## src/pss_regs.svh

```systemverilog
// Behaviour
// - The loop stays powered in stop only when the stop mode select field is 00 or 01.
// - The crystal oscillator runs in stop when the stop mode select field is 00, 01 or 10.
// - In one-to-one or external-reference normal mode the oscillator is off, and stop acts as if it were on.
// - Loss of the loop clock or its lock in normal mode falls back to reference mode.
// - Loss of the reference clock in normal mode switches to self-clocked mode.
// - After a lock loss the lock flag reads 0 until lock returns, then its pre-stop value.
// - Where lock never returns the lock flag stays 0.
// - After a clock loss the clock-loss flag reads 1 until the clock returns, then its pre-stop value.
`ifndef PSS_REGS_SVH
`define PSS_REGS_SVH
`define PSS_CTRL_OFS      32'h0000_0000
`define PSS_STAT_OFS      32'h0000_0004
`define PSS_STOP_MODE_SELECT_LSB     0
`define PSS_LOSS_OF_CLOCK_DETECT_ENABLE_BIT     2
`define PSS_CLOCK_LOSS_RESET_ENABLE_BIT     3
`define PSS_LOCK_LOSS_RESET_ENABLE_BIT     4
`define PSS_FAST_WAKEUP_SELECT_BIT     5
`define PSS_OSCREF_BIT    6
`define PSS_CTRL_RST      32'h0000_0000
`define PSS_ST_LOCK_BIT   0
`define PSS_ST_LOSS_BIT   1
`define PSS_ST_MODE_LSB   2
`define PSS_STOP_MODE_SELECT_PLLON   2'h1
`define PSS_STOP_MODE_SELECT_OSCON   2'h2
`endif

```

## src/pss_pkg.sv

```systemverilog
package pss_pkg;
    typedef enum logic [1:0] {
        PSS_NORMAL_PLL_MODE,
        PSS_REFERENCE_MODE,
        PSS_SELF_CLOCKED_MODE,
        PSS_OUTSIDE_CLOCK_MODE
    } pss_mode_t;
    typedef struct packed {
        logic [1:0] stop_mode_select;
        logic       loss_of_clock_detect_enable;
        logic       clock_loss_reset_enable;
        logic       lock_loss_reset_enable;
        logic       fast_wakeup_select;
        logic       no_oscillator;
    } pss_cfg_t;
    typedef struct packed {
        logic ref_clk_ok;
        logic fb_clk_ok;
        logic pll_lock;
    } pss_sense_t;
endpackage : pss_pkg

```

## src/pss_ctrl.sv

```systemverilog
// The implementer's own choices: the register addresses and the AHB-Lite slave port.
`timescale 1ns/1ps
`default_nettype none
`include "pss_regs.svh"
module pss_ctrl (
    // Clock and reset
    input  wire logic            clk,
    input  wire logic            arst_n,
    // AHB-Lite slave
    input  wire logic            hsel,
    input  wire logic [31:0]     haddr,
    input  wire logic [1:0]      htrans,
    input  wire logic            hwrite,
    input  wire logic [2:0]      hsize,
    input  wire logic [31:0]     hwdata,
    input  wire logic            hready,
    output logic [31:0]          hrdata,
    output logic                 hreadyout,
    output logic                 hresp,
    // Power state and clock monitors
    input  wire logic            stop_req,
    input  wire pss_pkg::pss_sense_t sense,
    // Clock plant controls
    output logic                 pll_power_on,
    output logic                 osc_power_on,
    output pss_pkg::pss_mode_t   clock_mode,
    output logic                 reset_req,
    output logic                 sticky_lock_flag,
    output logic                 clock_loss_flag
);
    import pss_pkg::*;

    logic [31:0] ctrl_q;
    logic        stop_q;
    logic        wr_pend_q;
    logic [31:0] addr_q;
    pss_mode_t   mode_q;
    pss_mode_t   mode_d;
    pss_sense_t  sense_q;
    logic        rst_q;
    pss_cfg_t    cfg;

    assign cfg.stop_mode_select            = ctrl_q[`PSS_STOP_MODE_SELECT_LSB +: 2];
    assign cfg.loss_of_clock_detect_enable = ctrl_q[`PSS_LOSS_OF_CLOCK_DETECT_ENABLE_BIT];
    assign cfg.clock_loss_reset_enable     = ctrl_q[`PSS_CLOCK_LOSS_RESET_ENABLE_BIT];
    assign cfg.lock_loss_reset_enable      = ctrl_q[`PSS_LOCK_LOSS_RESET_ENABLE_BIT];
    assign cfg.fast_wakeup_select          = ctrl_q[`PSS_FAST_WAKEUP_SELECT_BIT];
    assign cfg.no_oscillator               = ctrl_q[`PSS_OSCREF_BIT];

    // Bus: zero wait states, always OKAY.
    wire addr_phase = hsel & hready & htrans[1];
    wire wr_ctrl    = wr_pend_q & (addr_q == `PSS_CTRL_OFS);
    assign hreadyout = 1'b1;
    assign hresp     = 1'b0;

    always_ff @(posedge clk or negedge arst_n) begin
        if (!arst_n) begin
            wr_pend_q <= 1'b0;
            addr_q    <= 32'h0000_0000;
        end else begin
            wr_pend_q <= addr_phase & hwrite;
            if (addr_phase) addr_q <= haddr;
        end
    end

    always_ff @(posedge clk or negedge arst_n) begin
        if (!arst_n) ctrl_q <= `PSS_CTRL_RST;
        else if (wr_ctrl) ctrl_q <= {25'h0, hwdata[6:0]};
    end

    wire [31:0] stat_word = {28'h0, mode_q, clock_loss_flag, sticky_lock_flag};
    wire [31:0] rd_word   = (haddr == `PSS_CTRL_OFS) ? ctrl_q :
                            (haddr == `PSS_STAT_OFS) ? stat_word : 32'h0000_0000;
    always_ff @(posedge clk or negedge arst_n) begin
        if (!arst_n) hrdata <= 32'h0000_0000;
        else if (addr_phase & ~hwrite) hrdata <= rd_word;
    end

    // Power during stop. Without an oscillator the OSC-on rows apply.
    wire pll_keep = (cfg.stop_mode_select < `PSS_STOP_MODE_SELECT_OSCON);
    wire osc_keep = (cfg.stop_mode_select <= `PSS_STOP_MODE_SELECT_OSCON);
    wire osc_eff  = cfg.no_oscillator ? 1'b1 : osc_keep;
    assign pll_power_on = ~stop_q | pll_keep;
    assign osc_power_on = ~cfg.no_oscillator & (~stop_q | osc_keep);

    wire lose_ref  = sense_q.ref_clk_ok & ~sense.ref_clk_ok;
    wire lose_fb   = sense_q.fb_clk_ok  & ~sense.fb_clk_ok;
    wire lose_lock = sense_q.pll_lock   & ~sense.pll_lock;
    wire stop_in   = stop_req & ~stop_q;
    // Reference losses while the oscillator is off in stop are only seen when a loss is recorded anyway.
    wire clk_lost  = lose_ref | lose_fb | (stop_q & ~osc_eff & lose_ref);

    always_comb begin
        mode_d = mode_q;
        case (mode_q)
            PSS_NORMAL_PLL_MODE: begin
                if (cfg.loss_of_clock_detect_enable) begin
                    if (lose_ref) mode_d = PSS_SELF_CLOCKED_MODE;
                    else if (lose_fb | lose_lock) mode_d = PSS_REFERENCE_MODE;
                end
            end
            default: mode_d = mode_q;
        endcase
    end

    wire rst_now = cfg.loss_of_clock_detect_enable & mode_q == PSS_NORMAL_PLL_MODE &
                   ((cfg.clock_loss_reset_enable & clk_lost) |
                    (cfg.lock_loss_reset_enable & lose_lock));

    always_ff @(posedge clk or negedge arst_n) begin
        if (!arst_n) begin
            stop_q  <= 1'b0;
            mode_q  <= PSS_NORMAL_PLL_MODE;
            sense_q <= 3'b111;
            rst_q   <= 1'b0;
        end else begin
            stop_q  <= stop_req;
            mode_q  <= rst_now ? PSS_NORMAL_PLL_MODE : mode_d;
            sense_q <= sense;
            rst_q   <= rst_now;
        end
    end
    assign reset_req  = rst_q;
    assign clock_mode = mode_q;

    // Lock flag reads 0 while lock is lost; stays 0 if it never returns.
    pss_flag_keep u_lock (
        .clk        (clk),
        .arst_n     (arst_n),
        .live_val   (sense.pll_lock),
        .stop_enter (stop_in),
        .lost       (lose_lock),
        .regained   (~sense_q.pll_lock & sense.pll_lock),
        .forced_val (1'b0),
        .flag       (sticky_lock_flag)
    );

    // Clock-loss flag reads 1 until the clock returns.
    pss_flag_keep u_loss (
        .clk        (clk),
        .arst_n     (arst_n),
        .live_val   (1'b0),
        .stop_enter (stop_in),
        .lost       (clk_lost),
        .regained   (sense.ref_clk_ok & sense.fb_clk_ok & ~clk_lost),
        .forced_val (1'b1),
        .flag       (clock_loss_flag)
    );
endmodule // pss_ctrl
`default_nettype wire

```

## src/pss_flag_keep.sv

```systemverilog
`timescale 1ns/1ps
`default_nettype none
// Holds a status flag across stop: shows the forced value while the
// condition is open, then the value saved at stop entry.
module pss_flag_keep (
    // Clock and reset
    input  wire logic clk,
    input  wire logic arst_n,
    // Control
    input  wire logic live_val,
    input  wire logic stop_enter,
    input  wire logic lost,
    input  wire logic regained,
    input  wire logic forced_val,
    // Result
    output logic      flag
);
    logic saved_q;
    logic pend_q;
    always_ff @(posedge clk or negedge arst_n) begin
        if (!arst_n) begin
            saved_q <= 1'b0;
            pend_q  <= 1'b0;
        end else begin
            if (stop_enter) saved_q <= live_val;
            // A fresh loss wins over a regain in the same cycle.
            if (lost) pend_q <= 1'b1;
            else if (regained) pend_q <= 1'b0;
        end
    end
    always_ff @(posedge clk or negedge arst_n) begin
        if (!arst_n) flag <= 1'b0;
        else flag <= lost ? forced_val : (pend_q ? forced_val : saved_q);
    end
endmodule // pss_flag_keep
`default_nettype wire

```

## config.mk

```make
export PLATFORM = sky130hd
export DESIGN_NAME = pss_ctrl
export DESIGN_NICKNAME = d
export VERILOG_FILES = /design/src/pss_pkg.sv /design/src/pss_ctrl.sv /design/src/pss_flag_keep.sv
export VERILOG_INCLUDE_DIRS = /design/src
export SDC_FILE = /design/constraint.sdc
export NUM_CORES = 1
export LEC_CHECK = 0
export ABC_AREA = 1
export ABC_CLOCK_PERIOD_IN_PS = 1100
export BUFFER_PORTS_ARGS = -buffer_cell sky130_fd_sc_hd__buf_2
export CAP_MARGIN = 20
export CORE_ASPECT_RATIO = 1.5
export CORE_MARGIN = 2
export CORE_UTILIZATION = 30
export CTS_BUF_LIST = sky130_fd_sc_hd__clkbuf_16
export DETAILED_ROUTE_END_ITERATION = 7
export PLACE_DENSITY = 0.56
export SKIP_LAST_GASP = 1
export SYNTH_ARGS = -nofsm -noshare
export SYNTH_HDL_FRONTEND = slang
export SYNTH_SLANG_ARGS = --single-unit
```

## constraint.sdc

```tcl
create_clock -name clk -period 1.1 [get_ports clk]
set_input_delay 0.22 -clock clk [delete_from_list [all_inputs] [get_ports clk]]
set_output_delay 0.22 -clock clk [all_outputs]
set_load 0.02 [all_outputs]
```

==> results.ini, run 1 <==
[detailed_routing]
drt-wirelength-per-cell_um = 10.86
drt_first_pass_iters = 5
first_iter_violations = 93
vias = 2444
drt-total-wl_um = 6385
via_per_inst = 4.156
ant_nets = 0
route.detailed.drc = 0

[cells_and_area]
finalNetCount = 550
area_growth_pct = 40.66
design_area_um2 = 3948
drive_gt1_share_pct = 32.77
final_util_pct = 42.91
insertedDiodeCount = 0
fillers = 946

[die]
core_area_um2 = 9200
chipHeight_um = 122.5
die_area_um2 = 10160
chipWidth_um = 82.97
rows = 43
initial_utilization_pct = 30.50
ios = 119

[run]
max-cap-violations = 0

[placement]
port_buffers = 62
place_ws_ns = -0.2400
routabilityCongestion = 0.7419
place_area_um2 = 3447
post-dp-hpwl_um = 4832

[synth]
synth_edf_count = 0
synthFlopType = dfrtp_1
yosysTopAreaCell = dfrtp_1
synth_top_area_share_pct = 49.93
synth_cells = 352
async_flop_share_pct = 100.0
ys_types = 28
netlist_area_um2 = 2806
ys_seq_area_share_pct = 52.74
synth_commonest_cells = 140 x nand2_1, 56 x dfrtp_1, 42 x nor2_1
synth-seq-cells = 59
postSynthAreaPerCell_um2 = 7.973
synthTopCellsByArea = dfrtp_1 50%, nand2_1 19%, buf_4 7.2%
yosysWarnings = 0
yosysMostFrequentCell = nand2_1

[sta]
setup_slack_ns = -0.2244
fmax_mhz = 755.1
min_period_over_period_pct = 120.4
rsz0062_at_grt = yes
hold_violations = 0
drv_slew = 0
period_needed_ns = 1.324
finalSetupViolCount = 12
clock_skew_ns = 0.004851

[clock_network]
htreeDepth = 3
cts_buffers = 9
numClockSinks = 59
clk_pin_slew_ns = 0.05
cts_tree = done
insertion_delay_ns = 0.32
ctsRootBufferMaster = clkbuf_16
clockBufferDepth = 2

[global_routing]
grt_pass1_vias = 2403
antenna_found_initial = 0
gr-usage-all-layers_pct = 12.99
grt_max_degree = 34
grt_overflow = 0
grt_first_pass_wirelength_um = 10540

[run_status]
failed_checks = negative setup slack
status = complete, but fails checks

[pwr]
peakVddDrop_uv = 1040
power.density_nw_per_um2 = 1522
cellLeakagePower_nw = 2.168

[setup_path]
path_buf_inv = 2
critPathRequiredTime_ns = 0.88
crit_arrival_ns = 1.10
start_kind = register
criticalPathCategory = register to primary output
cp_slowest_cell = dfrtp_1
crit_path_max_fanout = 2
worstPathCellList = a31o_2, inv_2, buf_6
max_stage_delay_ns = 0.39
crit_family = flip-flops
endpoint_kind = primary output

[min_path]
hold_path_class = input pin to register

## timing repair
item                                    4_1_cts  5_1_grt
buffers inserted                              6        5
endpoints found under the hold margin        11        0
endpoints found under the setup margin       17       20
gates resized for setup                      28       15
hold buffers                                  2        0
pin swaps                                     7       10
## layout make-up
cell class                      instances  area (um^2)  share of cell area, %
Sequential cell                        59         1481                  37.53
Clock buffer                            9        225.2                  5.705
Clock inverter                          7        28.78                 0.7290
Timing Repair Buffer                  116        805.8                  20.41
Inverter                               28        105.1                  2.662
Tap cell                              112        140.1                  3.550
Multi-Input combinational cell        257         1161                  29.41
## flip-flops by register name (all words and copies together), names as in the netlist
register	count
stop_q	1
addr_q	32
u_lock.saved_q	1
u_lock.flag	1
reset_req	1
u_loss.pend_q	1
clock_mode	2
u_loss.flag	1
sense_q	3
u_lock.pend_q	1
ctrl_q	7
wr_pend_q	1
hrdata	7
## through the flow
step	TNS [ns]	std cells	power, mW	hold WS (ns)
final	-1.687	588	6.008	0.02322
after floorplan	-0.2163	377	3.180	-0.07559
after global routing	-2.730	588	6.328	0.01678
after detailed placement	-3.173	559	3.542	0.1326
after CTS	-1.999	583	6.048	0.009686
after global placement	-2.729	559	3.514	0.1262
## power by group
part	internal (mW)	total, mW	switching (mW)	leakage (nW)
sequential	2.44	2.59	0.148	0.708
clock	1.47	2.33	0.861	0.138
combinational	0.498	1.09	0.589	1.32
## metal layers
| layer | routed length [um] | GRT usage [%] | vias to the layer above |
|---|---|---|---|
| li1 | - | - | 1260 |
| met1 | 2559 | 14.21 | 1110 |
| met2 | 3439 | 23.64 | 65 |
| met3 | 303 | 3.699 | 9 |
| met4 | 82 | 5.225 | 0 |
| met5 | 0 | 0 | - |
## path summary, 6_finish.rpt
| kind | startpoint | end | slack, ns | depth (start not counted) |
|---|---|---|---|---|
| min | sense[2] | sense_q[2] | 0.02 | 1 |
| min reg2reg | u_lock.pend_q | u_lock.flag | 0.43 | 1 |
| max | stop_q | osc_power_on | -0.22 | 3 |
| min in group asynchronous | arst_n | addr_q[19] | 0.33 | 2 |
| max in group asynchronous | arst_n | sense_q[0] | 0.24 | 3 |
| max reg2reg | addr_q[27] | ctrl_q[5] | -0.19 | 8 |
## cell usage in the layout, fill, tap and decap left out, types with 2 or more instances in the layout
| master | netlist | layout |
|---|---|---|
| nand2_1 | 140 | 136 |
| dfrtp_1 | 56 | 55 |
| buf_2 | 5 | 51 |
| buf_4 | 27 | 50 |
| nor2_1 | 42 | 38 |
| inv_1 | 27 | 28 |
| conb_1 | 2 | 27 |
| o21ai_0 | 16 | 15 |
| buf_6 | 0 | 12 |
| nand3_1 | 12 | 10 |
| clkbuf_16 | 0 | 9 |
| nor2_2 | 3 | 7 |
| nand2_2 | 1 | 4 |
| clkinv_1 | 1 | 3 |
| dfstp_2 | 3 | 3 |
| inv_2 | 0 | 2 |
| nand3_2 | 0 | 2 |
| o21bai_1 | 2 | 2 |
| clkinv_2 | 0 | 2 |
| dlygate4sd3_1 | 0 | 2 |
## cells by family (layout without fill, tap and decap cells)
logic type	after synthesis	count (layout)	synth area share [%]
and+or+nand+nor	206	206	29.78
buffers and inverters	61	160	11.99
DFF	59	59	52.74
AOI/OAI and AO/OA	22	22	4.369
other	2	27	0.2676
adders and majority gates	1	1	0.4458
muxes	1	1	0.4012
No activity file was read; power rests on OpenSTA's default activity.
==> run 2, diff against run 1 <==
--- a/config.mk
+++ b/config.mk
@@ -7,7 +7,7 @@
 export NUM_CORES = 1
 export LEC_CHECK = 0
 export ABC_AREA = 1
-export ABC_CLOCK_PERIOD_IN_PS = 1100
+export ABC_CLOCK_PERIOD_IN_PS = 1500
 export BUFFER_PORTS_ARGS = -buffer_cell sky130_fd_sc_hd__buf_2
 export CAP_MARGIN = 20
 export CORE_ASPECT_RATIO = 1.5
@@ -15,7 +15,7 @@
 export CORE_UTILIZATION = 30
 export CTS_BUF_LIST = sky130_fd_sc_hd__clkbuf_16
 export DETAILED_ROUTE_END_ITERATION = 7
-export PLACE_DENSITY = 0.56
+export PLACE_DENSITY = 0.54
 export SKIP_LAST_GASP = 1
 export SYNTH_ARGS = -nofsm -noshare
 export SYNTH_HDL_FRONTEND = slang
==> constraint.sdc (replaced) <==
create_clock -name clk -period 1.5 [get_ports clk]
set_input_delay 0.3 -clock clk [delete_from_list [all_inputs] [get_ports clk]]
set_output_delay 0.3 -clock clk [all_outputs]
set_load 0.02 [all_outputs]
==> results.ini, run 2 (synthesized netlist as in run 1, its figures left out) <==
[cells_and_area]
drive_gt1_share_pct = 21.63
final_common_cell = nand2_1
insertedDiodeCount = 0
final_util_pct = 37.69
top_regs = addr_q x32, ctrl_q x7, hrdata x7
fillers = 986
top_register = addr_q
finalNonFillerCells = 542
area_growth_pct = 23.54
layout_common_cells = 140 x nand2_1, 61 x buf_2, 56 x dfrtp_1
largest_register_ff_count = 32
finalNetCount = 504

[sta]
period_needed_ns = 1.442
drv_slew = 0
finalSetupViolCount = 0
setup_slack_ns = 0.05835
clock_skew_ns = 0.004065
fmax_mhz = 693.7
min_period_over_period_pct = 96.11
fin_hold_ws_ns = 0.08434
hold_violations = 0
rsz0062_at_grt = yes

[die]
ios = 119
initial_utilization_pct = 30.50
rows = 43
die_area_um2 = 10160
chipHeight_um = 122.5
core_area_um2 = 9200
chipWidth_um = 82.97

[pwr]
power.density_nw_per_um2 = 1218
fin_total_pwr_mw = 4.222
peakVddDrop_uv = 765.9
cellLeakagePower_nw = 1.925

[detailed_routing]
vias = 2277
first_iter_violations = 107
drt_first_pass_iters = 4
ant_nets = 0
route.detailed.drc = 0
via_per_inst = 4.201
drt-total-wl_um = 6108
drt-wirelength-per-cell_um = 11.27

[setup_path]
start_kind = register
crit_path_max_fanout = 3
endpoint_kind = primary output
cp_slowest_cell = dfrtp_1
crit_family = flip-flops
worstPathCellList = a31o_2, inv_1, buf_4
crit_arrival_ns = 1.14
path_buf_inv = 2
max_stage_delay_ns = 0.39
criticalPathCategory = register to primary output
critPathRequiredTime_ns = 1.20

[placement]
routabilityCongestion = 0.7116
post-dp-hpwl_um = 4587
place_ws_ns = 0.08851
port_buffers = 62
dp_cells = 524

[run]
max-cap-violations = 0

[clock_network]
cts_buffers = 9
ctsRootBufferMaster = clkbuf_16
htreeDepth = 3
clockBufferDepth = 2
numClockSinks = 59
insertion_delay_ns = 0.32
clk_pin_slew_ns = 0.05
cts_tree = done

[global_routing]
grt_pass1_vias = 2269
grt_max_degree = 60
gr-usage-all-layers_pct = 13.17
antenna_found_initial = 0
grt_overflow = 0
grt_first_pass_wirelength_um = 10360

[min_path]
hold_path_class = input pin to register

[run_status]
status = complete, no violations

==> run 2: changes by cell type in the layout (fill, tap and decap cells not counted), moves of 2 or more <==
cell / change
nand2_2: -3
nand2_1: +4
inv_2: -2
nand3_1: +2
nor2_2: -4
buf_2: +10
clkinv_1: +2
buf_4: -44
nand3_2: -2
nor2_1: +4
buf_6: -12
==> run 2: final cells by class <==
class                      count  area, um^2  area share (%)
clock buffer                   9       225.2           6.496
clock inverter                 7       27.53          0.7939
inverter                      28       105.1           3.031
multi-input combinational    257        1089           31.40
sequential                    59        1480           42.69
tap                          112       140.1           4.042
timing repair buffer          70       400.4           11.55
==> run 2: metal layers <==
layer | global-route usage [%] | wire length, um
met1 | 14.48 | 2573
met5 | 0 | 0
met4 | 7.377 | 121
met3 | 3.900 | 324
met2 | 22.73 | 3089
==> run 2: worst paths after layout <==
path	cells after the start	slack [ns]	end	start
max	3	0.06	osc_power_on	stop_q
min	1	0.08	sense_q[0]	sense[0]
max reg2reg	8	0.14	ctrl_q[0]	addr_q[27]
min reg2reg	1	0.42	u_lock.flag	u_lock.pend_q
max in group asynchronous	3	0.67	sense_q[0]	arst_n
min in group asynchronous	3	0.50	addr_q[27]	arst_n
==> run 2: through the flow <==
step / cell area [um^2] / setup TNS, ns
after CTS: 3440 / 0
after floorplan: 2900 / 0
after global routing: 3467 / -0.004582
after global placement: 3177 / 0
final: 3467 / 0
after detailed placement: 3177 / 0
==> run 2: what timing repair did <==
item / 4_1_cts / 5_1_grt
resized for setup: 0 / 3
setup buffers: 0 / 1
hold buffers: 1 / 0
endpoints found under the hold margin: 56 / 0
setup endpoints to repair: 0 / 10
==> run 2: power breakdown <==
part | internal [mW] | total (mW) | switching [mW]
clock | 1.07 | 1.73 | 0.655
sequential | 1.79 | 1.91 | 0.118
combinational | 0.220 | 0.586 | 0.366
